===== config.mk =====
export PLATFORM = sky130hd
export DESIGN_NAME = gpct_top
export DESIGN_NICKNAME = d
export VERILOG_FILES = /design/src/logic/gpct_pkg.sv /design/src/logic/gpct_ch_if.sv /design/src/logic/gpct_channel.sv /design/src/logic/gpct_top.sv
export VERILOG_INCLUDE_DIRS = /design/src /design/src/logic
export SDC_FILE = /design/constraint.sdc
export NUM_CORES = 1
export LEC_CHECK = 0
export BUFFER_PORTS_ARGS = -buffer_cell sky130_fd_sc_hd__buf_2
export CAP_MARGIN = 20
export CORE_UTILIZATION = 55
export DETAILED_ROUTE_END_ITERATION = 8
export MAX_ROUTING_LAYER = met4
export PLACE_DENSITY = 0.85
export SYNTH_ARGS = -nofsm -noshare
export SYNTH_HDL_FRONTEND = slang
export SYNTH_SLANG_ARGS = --single-unit

===== constraint.sdc =====
create_clock -name clk -period 3 [get_ports clk]
set_input_delay 0.15 -clock clk [delete_from_list [all_inputs] [get_ports clk]]
set_output_delay 0.15 -clock clk [all_outputs]
set_load 0.005 [all_outputs]

===== src/logic/gpct_consts.svh =====
// Offsets, field positions, reset values and timing counts of the counter/timer block
`ifndef GPCT_CONSTS_SVH
`define GPCT_CONSTS_SVH
// Register byte offsets; each channel owns a 16-byte window
`define GPCT_CH_STRIDE     8'h10
`define GPCT_OFS_CFG       8'h00
`define GPCT_OFS_TERM      8'h04
`define GPCT_OFS_COUNT     8'h08
`define GPCT_OFS_CTRL      8'h30
`define GPCT_OFS_FDIV      8'h34
`define GPCT_OFS_STAT      8'h38
// Channel configuration fields
`define GPCT_CFG_TGL       0
`define GPCT_CFG_GATE_LSB  1
`define GPCT_CFG_FALL      4
`define GPCT_CFG_SRC_LSB   8
`define GPCT_CFG_MASK      12'hF1F
// Global control fields
`define GPCT_CTRL_ARM_LSB  0
`define GPCT_CTRL_CLR_LSB  4
// Frequency divider fields
`define GPCT_FDIV_EN       0
`define GPCT_FDIV_FALL     1
`define GPCT_FDIV_DIV_LSB  4
`define GPCT_FDIV_SRC_LSB  8
// Reset values
`define GPCT_CFG_RST       12'h000
`define GPCT_TERM_RST      16'hFFFF
`define GPCT_FDIV_RST      12'h000
// Timing
`define GPCT_CLK_HZ        20000000
`define GPCT_BOARD_HZ_J0   10000000
`define GPCT_BOARD_HZ_J1   20000000
`define GPCT_BOARD_DIV     10
`define GPCT_TB_RATIO      10
`define GPCT_TB_NUM        5
`define GPCT_NUM_SRC       14
`endif


===== src/logic/gpct_pkg.sv =====
// Types shared by the counter/timer block
package gpct_pkg;
  typedef enum logic [2:0] {
    GATE_NONE = 3'h0,
    GATE_HI   = 3'h1,
    GATE_LO   = 3'h2,
    GATE_RISE = 3'h3,
    GATE_FALL = 3'h4
  } gpct_gate_t;

  typedef struct packed {
    logic [3:0] src_sel;
    logic [2:0] rsvd;
    logic       src_fall;
    gpct_gate_t gate;
    logic       out_tgl;
  } gpct_cfg_t;
endpackage


===== src/logic/gpct_ch_if.sv =====
// Carrier between the register/source logic and one counter channel
`timescale 1ns/100ps
interface gpct_ch_if;
  gpct_pkg::gpct_cfg_t cfg;
  logic [15:0]         term;
  logic                arm;
  logic                clr;
  logic                src_rise;
  logic                src_fall;
  logic                gate_lvl;
  logic                gate_rise;
  logic                gate_fall;
  logic [15:0]         count;
  logic                out;

  modport ctl (output cfg, term, arm, clr, src_rise, src_fall, gate_lvl, gate_rise,
               gate_fall, input count, out);
  modport chan (input cfg, term, arm, clr, src_rise, src_fall, gate_lvl, gate_rise,
                gate_fall, output count, out);
endinterface


===== src/logic/gpct_channel.sv =====
// One 16-bit counter channel with gating and terminal-count output
`timescale 1ns/100ps
module gpct_channel (
  input  wire logic clk,
  input  wire logic sys_rst,
  gpct_ch_if.chan   ch
);
  logic        act;
  logic        run;
  logic        tc;
  logic        started_r;
  logic [15:0] count_r;
  logic        out_r;

  // Active source edge, falling edge uses the same relations inverted
  // edge polarity select
  assign act = ch.cfg.src_fall ? ch.src_fall : ch.src_rise;

  // Gate is judged at the active source edge only
  // gate versus source edge
  always_comb
  begin
    unique case (ch.cfg.gate)
      gpct_pkg::GATE_NONE: run = ch.arm;
      gpct_pkg::GATE_HI:   run = ch.arm & ch.gate_lvl;
      gpct_pkg::GATE_LO:   run = ch.arm & ~ch.gate_lvl;
      gpct_pkg::GATE_RISE,
      gpct_pkg::GATE_FALL: run = ch.arm & started_r;
      default:             run = 1'b0;  // Codes 5..7 hold the counter
    endcase
  end

  assign tc = run & (count_r == ch.term);

  // Edge gate latch; a gate edge near a source edge may land one period late
  // edge-gated start
  always_ff @(posedge clk)
  begin
    if (sys_rst || ch.clr || !ch.arm)
      started_r <= 1'b0;
    else if ((ch.cfg.gate == gpct_pkg::GATE_RISE && ch.gate_rise) ||
             (ch.cfg.gate == gpct_pkg::GATE_FALL && ch.gate_fall))
      started_r <= 1'b1;
  end

  // Counter wraps to zero after the terminal value
  // count equals gated edges
  always_ff @(posedge clk)
  begin
    if (sys_rst || ch.clr)
      count_r <= 16'h0000;
    else if (act && run)
      count_r <= tc ? 16'h0000 : count_r + 16'h0001;
  end

  // Output moves only on an active source edge or a clear, so a pulse lasts one source period
  // pulse or toggle at terminal count
  always_ff @(posedge clk)
  begin
    if (sys_rst || ch.clr)
      out_r <= 1'b0;
    else if (act)
    begin
      if (ch.cfg.out_tgl)
        out_r <= out_r ^ tc;
      else
        out_r <= tc;
    end
  end

  assign ch.count = count_r;
  assign ch.out   = out_r;
endmodule


===== src/logic/gpct_top.sv =====
// General-purpose counter/timer: three channels, timebases, divider and AXI4-Lite registers
// Functional notes
// - Each counter pulses or toggles its output at every terminal count.
// - Each counter counts rising or falling edges of any source or gate pin.
// - Level gating counts only while the gate sits at its programmed level.
// - Edge gating starts counting after a chosen rising or falling gate edge.
// - Counter outputs feed other counters' sources to form 32- or 48-bit counters.
// - Five internal timebases come from the board clock divided by ten.
// - Gate effect is judged at the active edge of the selected source.
// - Unsynchronised gates act on the nearest or next timebase edge.
// - Every counter output change follows an active source edge; a clear drops the output at once.
// - Falling-edge counting mirrors rising-edge relations on the falling edge.
// - The divider output can be clocked from a source pin.
// - Level-gated timebase count times period equals gate active time.
// - Frequency is the count over a gate window of known length.
// - Channels 1, 2 and 5 are brought out with gate, source and output.
// - Host can read a counter's current value at any time.
`timescale 1ns/100ps
`include "gpct_consts.svh"
module gpct_top (
  input  wire logic        clk,
  input  wire logic        sys_rst,
  input  wire logic [7:0]  s_axi_awaddr,
  input  wire logic        s_axi_awvalid,
  output logic             s_axi_awready,
  input  wire logic [31:0] s_axi_wdata,
  input  wire logic [3:0]  s_axi_wstrb,
  input  wire logic        s_axi_wvalid,
  output logic             s_axi_wready,
  output logic [1:0]       s_axi_bresp,
  output logic             s_axi_bvalid,
  input  wire logic        s_axi_bready,
  input  wire logic [7:0]  s_axi_araddr,
  input  wire logic        s_axi_arvalid,
  output logic             s_axi_arready,
  output logic [31:0]      s_axi_rdata,
  output logic [1:0]       s_axi_rresp,
  output logic             s_axi_rvalid,
  input  wire logic        s_axi_rready,
  input  wire logic [2:0]  gate_pin,
  input  wire logic [2:0]  src_pin,
  input  wire logic        timebase_clock_jumper,
  output logic [2:0]       cnt_out,
  output logic             freq_div_out
);
  // Prescale from clk to the first timebase, board clock over ten: 1 MHz with jumper 0, 2 MHz with jumper 1
  localparam int PRE_J0 = `GPCT_CLK_HZ / (`GPCT_BOARD_HZ_J0 / `GPCT_BOARD_DIV);
  localparam int PRE_J1 = `GPCT_CLK_HZ / (`GPCT_BOARD_HZ_J1 / `GPCT_BOARD_DIV);
  localparam logic [4:0] PRE_J0_MAX = 5'(PRE_J0 - 1);
  localparam logic [4:0] PRE_J1_MAX = 5'(PRE_J1 - 1);
  localparam logic [3:0] TB_MAX     = 4'(`GPCT_TB_RATIO - 1);

  gpct_pkg::gpct_cfg_t    cfg_r [3];
  logic [15:0]            term_r [3];
  logic [2:0]             arm_r;
  logic [2:0]             clr_r;
  logic [11:0]            fdiv_r;
  logic [6:0]             sync1_r;
  logic [6:0]             sync2_r;
  logic [6:0]             prev_r;
  logic [4:0]             pre_r;
  logic [`GPCT_TB_NUM-1:0] tb_tick;
  logic [2:0]             out_prev_r;
  logic [`GPCT_NUM_SRC-1:0] src_rise;
  logic [`GPCT_NUM_SRC-1:0] src_fall;
  logic [15:0]            cnt_val [3];
  logic [2:0]             cnt_lvl;
  logic [3:0]             fdiv_cnt_r;
  logic                   fdiv_out_r;
  logic                   fdiv_act;
  logic [7:0]             aw_addr_r;
  logic                   aw_full_r;
  logic [31:0]            w_data_r;
  logic [3:0]             w_strb_r;
  logic                   w_full_r;
  logic                   bvalid_r;
  logic [1:0]             bresp_r;
  logic                   rvalid_r;
  logic [31:0]            rdata_r;
  logic [1:0]             rresp_r;
  logic                   do_wr;

  // Channel index of an address, 3 when outside the channel windows
  function automatic logic [1:0] chan_of(input logic [7:0] a);
    chan_of = (a < `GPCT_OFS_CTRL) ? a[5:4] : 2'h3;
  endfunction

  // Byte-lane merge of write data into an old register value
  function automatic logic [31:0] merge(input logic [31:0] old, input logic [31:0] d,
                                        input logic [3:0] s);
    for (int i = 0; i < 4; i++)
      merge[i*8 +: 8] = s[i] ? d[i*8 +: 8] : old[i*8 +: 8];
  endfunction

  // Two flops per pin; gate and source stages start at the pull-up level so reset makes no false edge, the jumper stage at 0
  always_ff @(posedge clk)
  begin
    if (sys_rst)
    begin
      sync1_r <= 7'h3F;
      sync2_r <= 7'h3F;
      prev_r  <= 7'h3F;
    end
    else
    begin
      sync1_r <= {timebase_clock_jumper, gate_pin, src_pin};
      sync2_r <= sync1_r;
      prev_r  <= sync2_r;
    end
  end

  // Prescaler gives the board clock over ten tick, 1 MHz with jumper 0 and 2 MHz with jumper 1
  // board clock divided by ten
  always_ff @(posedge clk)
  begin
    if (sys_rst || pre_r == (sync2_r[6] ? PRE_J1_MAX : PRE_J0_MAX))
      pre_r <= 5'h00;
    else
      pre_r <= pre_r + 5'h01;
  end
  assign tb_tick[0] = (pre_r == 5'h00);

  // Decade chain for the slower timebases
  // five timebases
  generate
    for (genvar t = 1; t < `GPCT_TB_NUM; t++)
    begin : g_tb
      logic [3:0] dec_r;
      always_ff @(posedge clk)
      begin
        if (sys_rst)
          dec_r <= 4'h0;
        else if (tb_tick[t-1])
          dec_r <= (dec_r == TB_MAX) ? 4'h0 : dec_r + 4'h1;
      end
      assign tb_tick[t] = tb_tick[t-1] && (dec_r == TB_MAX);
    end
  endgenerate

  // Counter outputs are same-clock signals, so edges need no synchroniser
  always_ff @(posedge clk)
  begin
    if (sys_rst)
      out_prev_r <= 3'h0;
    else
      out_prev_r <= cnt_lvl;
  end

  // Source list: 0-2 source pins, 3-5 gate pins, 6-10 timebases, 11-13 counter outputs
  // any source or gate pin
  assign src_rise = {cnt_lvl & ~out_prev_r, tb_tick, sync2_r[5:0] & ~prev_r[5:0]};
  assign src_fall = {~cnt_lvl & out_prev_r, tb_tick, ~sync2_r[5:0] & prev_r[5:0]};

  // Channels 1, 2 and 5 sit at indices 0, 1 and 2
  // three channels brought out
  gpct_ch_if ch_if [3] ();
  generate
    for (genvar c = 0; c < 3; c++)
    begin : g_ch
      logic [`GPCT_NUM_SRC-1:0] sel;
      assign sel = `GPCT_NUM_SRC'(1) << cfg_r[c].src_sel;
      assign ch_if[c].cfg       = cfg_r[c];
      assign ch_if[c].term      = term_r[c];
      assign ch_if[c].arm       = arm_r[c];
      assign ch_if[c].clr       = clr_r[c];
      assign ch_if[c].src_rise  = |(src_rise & sel);
      assign ch_if[c].src_fall  = |(src_fall & sel);
      assign ch_if[c].gate_lvl  = sync2_r[3+c];
      assign ch_if[c].gate_rise = src_rise[3+c];
      assign ch_if[c].gate_fall = src_fall[3+c];
      assign cnt_val[c]         = ch_if[c].count;
      assign cnt_lvl[c]         = ch_if[c].out;
      gpct_channel u_ch (
        .clk     (clk),
        .sys_rst (sys_rst),
        .ch      (ch_if[c])
      );
    end
  endgenerate
  assign cnt_out = cnt_lvl;

  // Divider toggles its output every div+1 active edges of its chosen source
  // divider from source pin
  assign fdiv_act = fdiv_r[`GPCT_FDIV_FALL] ? src_fall[fdiv_r[`GPCT_FDIV_SRC_LSB +: 4]]
                                            : src_rise[fdiv_r[`GPCT_FDIV_SRC_LSB +: 4]];
  always_ff @(posedge clk)
  begin
    if (sys_rst || !fdiv_r[`GPCT_FDIV_EN])
    begin
      fdiv_cnt_r <= 4'h0;
      fdiv_out_r <= 1'b0;
    end
    else if (fdiv_act)
    begin
      if (fdiv_cnt_r == fdiv_r[`GPCT_FDIV_DIV_LSB +: 4])
      begin
        fdiv_cnt_r <= 4'h0;
        fdiv_out_r <= ~fdiv_out_r;
      end
      else
        fdiv_cnt_r <= fdiv_cnt_r + 4'h1;
    end
  end
  assign freq_div_out = fdiv_out_r;

  // Address and data are held independently; the write fires once both are in
  assign s_axi_awready = ~aw_full_r;
  assign s_axi_wready  = ~w_full_r;
  assign do_wr         = aw_full_r & w_full_r & ~bvalid_r;
  always_ff @(posedge clk)
  begin
    if (sys_rst)
    begin
      aw_full_r <= 1'b0;
      w_full_r  <= 1'b0;
      aw_addr_r <= 8'h00;
      w_data_r  <= 32'h0000_0000;
      w_strb_r  <= 4'h0;
    end
    else
    begin
      if (s_axi_awvalid && !aw_full_r)
      begin
        aw_full_r <= 1'b1;
        aw_addr_r <= s_axi_awaddr;
      end
      else if (do_wr)
        aw_full_r <= 1'b0;
      if (s_axi_wvalid && !w_full_r)
      begin
        w_full_r <= 1'b1;
        w_data_r <= s_axi_wdata;
        w_strb_r <= s_axi_wstrb;
      end
      else if (do_wr)
        w_full_r <= 1'b0;
    end
  end

  // Write response; unmapped offsets answer SLVERR and change nothing
  always_ff @(posedge clk)
  begin
    if (sys_rst)
    begin
      bvalid_r <= 1'b0;
      bresp_r  <= 2'h0;
    end
    else if (do_wr)
    begin
      bvalid_r <= 1'b1;
      bresp_r  <= (aw_addr_r[1:0] != 2'h0 || aw_addr_r > `GPCT_OFS_STAT ||
                   (chan_of(aw_addr_r) != 2'h3 && aw_addr_r[3:2] > 2'h1)) ? 2'h2 : 2'h0;
    end
    else if (s_axi_bready)
      bvalid_r <= 1'b0;
  end
  assign s_axi_bvalid = bvalid_r;
  assign s_axi_bresp  = bresp_r;

  // Configuration holds until software rewrites it
  // held mode settings
  always_ff @(posedge clk)
  begin
    if (sys_rst)
    begin
      for (int c = 0; c < 3; c++)
      begin
        cfg_r[c]  <= gpct_pkg::gpct_cfg_t'(`GPCT_CFG_RST);
        term_r[c] <= `GPCT_TERM_RST;
      end
      arm_r  <= 3'h0;
      fdiv_r <= `GPCT_FDIV_RST;
    end
    else if (do_wr && aw_addr_r[1:0] == 2'h0)
    begin
      if (chan_of(aw_addr_r) != 2'h3)
      begin
        if (aw_addr_r[3:0] == 4'(`GPCT_OFS_CFG))
          cfg_r[chan_of(aw_addr_r)] <= gpct_pkg::gpct_cfg_t'(`GPCT_CFG_MASK &
            12'(merge(32'(cfg_r[chan_of(aw_addr_r)]), w_data_r, w_strb_r)));
        else if (aw_addr_r[3:0] == 4'(`GPCT_OFS_TERM))
          term_r[chan_of(aw_addr_r)] <=
            16'(merge(32'(term_r[chan_of(aw_addr_r)]), w_data_r, w_strb_r));
      end
      else if (aw_addr_r == `GPCT_OFS_CTRL && w_strb_r[0])
        arm_r <= w_data_r[`GPCT_CTRL_ARM_LSB +: 3];
      else if (aw_addr_r == `GPCT_OFS_FDIV)
        fdiv_r <= 12'(merge(32'(fdiv_r), w_data_r, w_strb_r));
    end
  end

  // Clear bits are write-one strobes lasting one cycle
  always_ff @(posedge clk)
  begin
    if (sys_rst)
      clr_r <= 3'h0;
    else if (do_wr && aw_addr_r == `GPCT_OFS_CTRL && w_strb_r[0])
      clr_r <= w_data_r[`GPCT_CTRL_CLR_LSB +: 3];
    else
      clr_r <= 3'h0;
  end

  // Read path; the count is live, so software sees it mid-run without stopping it
  // live count read-back
  assign s_axi_arready = ~rvalid_r;
  always_ff @(posedge clk)
  begin
    if (sys_rst)
    begin
      rvalid_r <= 1'b0;
      rdata_r  <= 32'h0000_0000;
      rresp_r  <= 2'h0;
    end
    else if (s_axi_arvalid && !rvalid_r)
    begin
      rvalid_r <= 1'b1;
      rresp_r  <= 2'h0;
      rdata_r  <= 32'h0000_0000;
      if (s_axi_araddr[1:0] != 2'h0)
        rresp_r <= 2'h2;
      else if (chan_of(s_axi_araddr) != 2'h3)
      begin
        unique case (s_axi_araddr[3:0])
          4'(`GPCT_OFS_CFG):   rdata_r <= 32'(cfg_r[chan_of(s_axi_araddr)]);
          4'(`GPCT_OFS_TERM):  rdata_r <= 32'(term_r[chan_of(s_axi_araddr)]);
          4'(`GPCT_OFS_COUNT): rdata_r <= 32'(cnt_val[chan_of(s_axi_araddr)]);
          default:         rresp_r <= 2'h2;
        endcase
      end
      else if (s_axi_araddr == `GPCT_OFS_CTRL)
        rdata_r <= 32'(arm_r);
      else if (s_axi_araddr == `GPCT_OFS_FDIV)
        rdata_r <= 32'(fdiv_r);
      else if (s_axi_araddr == `GPCT_OFS_STAT)
        rdata_r <= {25'h0, fdiv_out_r, sync2_r[5:3], cnt_lvl};
      else
        rresp_r <= 2'h2;
    end
    else if (s_axi_rready)
      rvalid_r <= 1'b0;
  end
  assign s_axi_rvalid = rvalid_r;
  assign s_axi_rdata  = rdata_r;
  assign s_axi_rresp  = rresp_r;
endmodule


==> impl_results.md <==
* Starting DRT DRC Count at 1643
* Final Hold Fails at 0
* Mapped Cells at 1486
* Netlist Area Pre-Place at 13600 um2
* Slew @ Worst Pin at 1.00 ns
* Setup TNS at 0 ns
* RSZ-0062 raised after global routing: no
* Area growth, synth to finish at 15.5%
* FF-to-FF path depth at 9
* Clock root buffer: clkbuf_16
* CTS tree: done
* Port Buf Inserts at 74
* Final Critical Period at 2.82 ns
* Maximum vdd drop at 0.435 mV
* Synth top area cells: dfxtp_1 (25%), edfxtp_1 (19%), a21oi_1 (4.3%), mux2i_1 (3.8%), nand2_1 (3.2%)
* Grt ovf at 0
* Latest clock arrival within the worst-skew pair at 0.55 ns
* Netlist cell types at 80
* Max Transition Viols Final at 0
* H-tree depth at 1
* ANT nets after route at 0
* Fraction of registers with async set/reset at 0
* Total of max-cap violations at 0
* Post CTS Setup Buffer Count at 0
* Largest net degree at the start of global routing at 74
* Top cell type by total area after synthesis: dfxtp_1
* Row count at 57
* Post-synth top cells: dfxtp_1 (169), nand2_1 (117), a21oi_1 (116)
* Cells on Worst Hold Path at 3
* CTS max path bufs at 3
* Final period utilization at 0.941
* CORE AREA at 24200 um2
* Clk slew on worst S/H paths at 0.06 ns
* Required time of the critical path at 3.43 ns
* Post_cts resized at 0
* Die area at 25300 um2
* Yosys Warn Count at 0
* Hold-fix buffers, CTS at 38
* Yosys top cell area share at 0.249
* Finished Core Util at 0.646
* Skew final at 0.0144 ns
* Register area share after synthesis at 0.438
* WL final at 40100 um
* Pwr/cell area at 508 nW/um2
* Critical path class: reg2reg
* Min-Delay Path Class: in2reg
* Die width at 159 um
* CP Max Fanout at 35
* # clock sinks at 254
* First-pass GRT wire length at 62500 um
* Critical path capture point type: register
* Die H at 159 um
* Drt drc at 0
* RePlAce Congestion at 1.06
* # setup viols final at 0
* Syn avg cell area at 9.13 um2
* Starting density of the core at 0.559
* Total Nets Final at 1654
* Register bit total from synthesis at 254
* Pre-Repair DR Iteration Count at 7
* EDFF count, synth at 85
* Slew HR at 0.327
* Post-DP HPWL at 27800 um
* Upper clock frequency limit at 0.354 GHz
* Routed vias at 12400
* Antenna violations before repair at 0
* Number of global-route vias before repair at 11400
* # IOs at 111
* Status: finished clean
* Layout cells sized above 1 at 0.137
* Predominant post-synthesis flop cell: dfxtp_1
* Static leakage at 5.51 nW
* Crit path DAT at 3.26 ns
* TritonCTS buffer count at 27
* Count leader, synth: dfxtp_1
* Critical path launch point type: register
* GR Util All Layers at 0.322
* Vias/cell at 6.43
* Drt wl/cell at 20.8 um
## worst max-delay path: stages, from the launching register on
cell       delay, ns
dfxtp_1         0.33
inv_1           0.08
ha_1            0.16
or4b_1          0.52
a2111oi_1       0.38
buf_4           0.19
a211oi_4        0.05
buf_12          0.18
o21ai_2         0.56
o21ba_2         0.25
## final timing paths
| check | to | startpoint | slack (ns) |
|---|---|---|---|
| hold reg to reg | sync2_r[0] | sync1_r[0] | 0.41 |
| setup reg to reg | g_ch[1].u_ch.ch.count[13] | pre_r[0] | 0.18 |
| hold / removal | s_axi_rresp[1] | s_axi_araddr[6] | 0.04 |
| setup / recovery | g_ch[1].u_ch.ch.count[13] | pre_r[0] | 0.18 |
## registers in the layout, summed over array words and instances, names as in the netlist, 4 cells and up
| name | cells |
|---|---|
| g_ch.u_ch.ch.count | 48 |
| fdiv_r | 12 |
| sync2_r | 7 |
| w_data_r | 16 |
| sync1_r | 7 |
| prev_r | 6 |
| g_tb.dec_r | 16 |
| pre_r | 5 |
| term_r | 52 |
| s_axi_rdata | 16 |
| aw_addr_r | 8 |
| cfg_r | 33 |
| fdiv_cnt_r | 4 |
## metal layers
metal / part of all wire / GRT usage
met5: 0 / -
met2: 0.45 / 0.499
met4: 0.050 / 0.147
met3: 0.11 / 0.0492
met1: 0.39 / 0.415
## cell type report
type / count / area [um2]
fill: 1929 / 8590
multi-input combinational: 1113 / 7090
sequential: 254 / 5940
timing repair buffer: 161 / 1150
clock buffer: 31 / 722
tap: 324 / 405
clock inverter: 19 / 267
inverter: 25 / 93.8
antenna: 1 / 2.50
## cells by family (layout without fill, tap and decap cells)
kind of cell             Yosys count  in the layout  share of synthesized area
AND/OR/NAND/NOR                  587            587                      0.241
AO/OA/AOI/OAI                    369            369                      0.176
flip-flops                       254            254                      0.438
buffers and inverters            146            236                     0.0490
XOR/XNOR                          62             62                     0.0400
multiplexers                      61             61                     0.0501
adder cells (fa/ha/maj)            6              6                    0.00554
other                              1             29                   0.000277
## cell usage in the layout (no fill, tap or decap), types with 9 or more instances in the layout
master and n:
a211o_1 10, a21o_1 10, a21oi_1 116, a221oi_1 12, a22oi_1 34, a31oi_1 12
and2_1 36, and3_1 13, and3b_1 9, buf_2 73, buf_4 48, clkbuf_16 28
conb_1 28, dfxtp_1 169, dlygate4sd3_1 38, edfxtp_1 85, inv_1 26, mux2i_1 51
nand2_1 117, nand2b_1 22, nand3_1 37, nand4_1 28, nor2_1 101, nor2b_1 22
nor3_1 28, nor3b_1 15, o211ai_1 9, o21ai_0 64, o22ai_1 10, o31ai_1 36
or2_2 19, or3_1 62, or4_1 35, xnor2_1 45, xor2_1 17
## where the power goes
part / internal, mW / switching, mW / total (mW) / leakage, nW
logic: 0.217 / 0.324 / 0.541 / 2.94
clock network: 2.25 / 1.44 / 3.69 / 0.480
registers: 3.62 / 0.113 / 3.73 / 2.08
## stage by stage
stage / setup slack [ns] / power (mW) / instance area, um2 / instances / hold slack (ns)
floorplan: 0.163 / 4.09 / 13700 / 1513 / 0.250
global placement: 0.256 / 4.27 / 14300 / 1839 / 0.332
detailed placement: 0.221 / 4.28 / 14300 / 1839 / 0.336
CTS: 0.182 / 7.96 / 15700 / 1927 / 0.0271
global route: 0.0296 / 8.18 / 15700 / 1927 / 0.0754
finish: 0.177 / 7.96 / 15700 / 1928 / 0.0352
(Power assumes the default switching activity.)
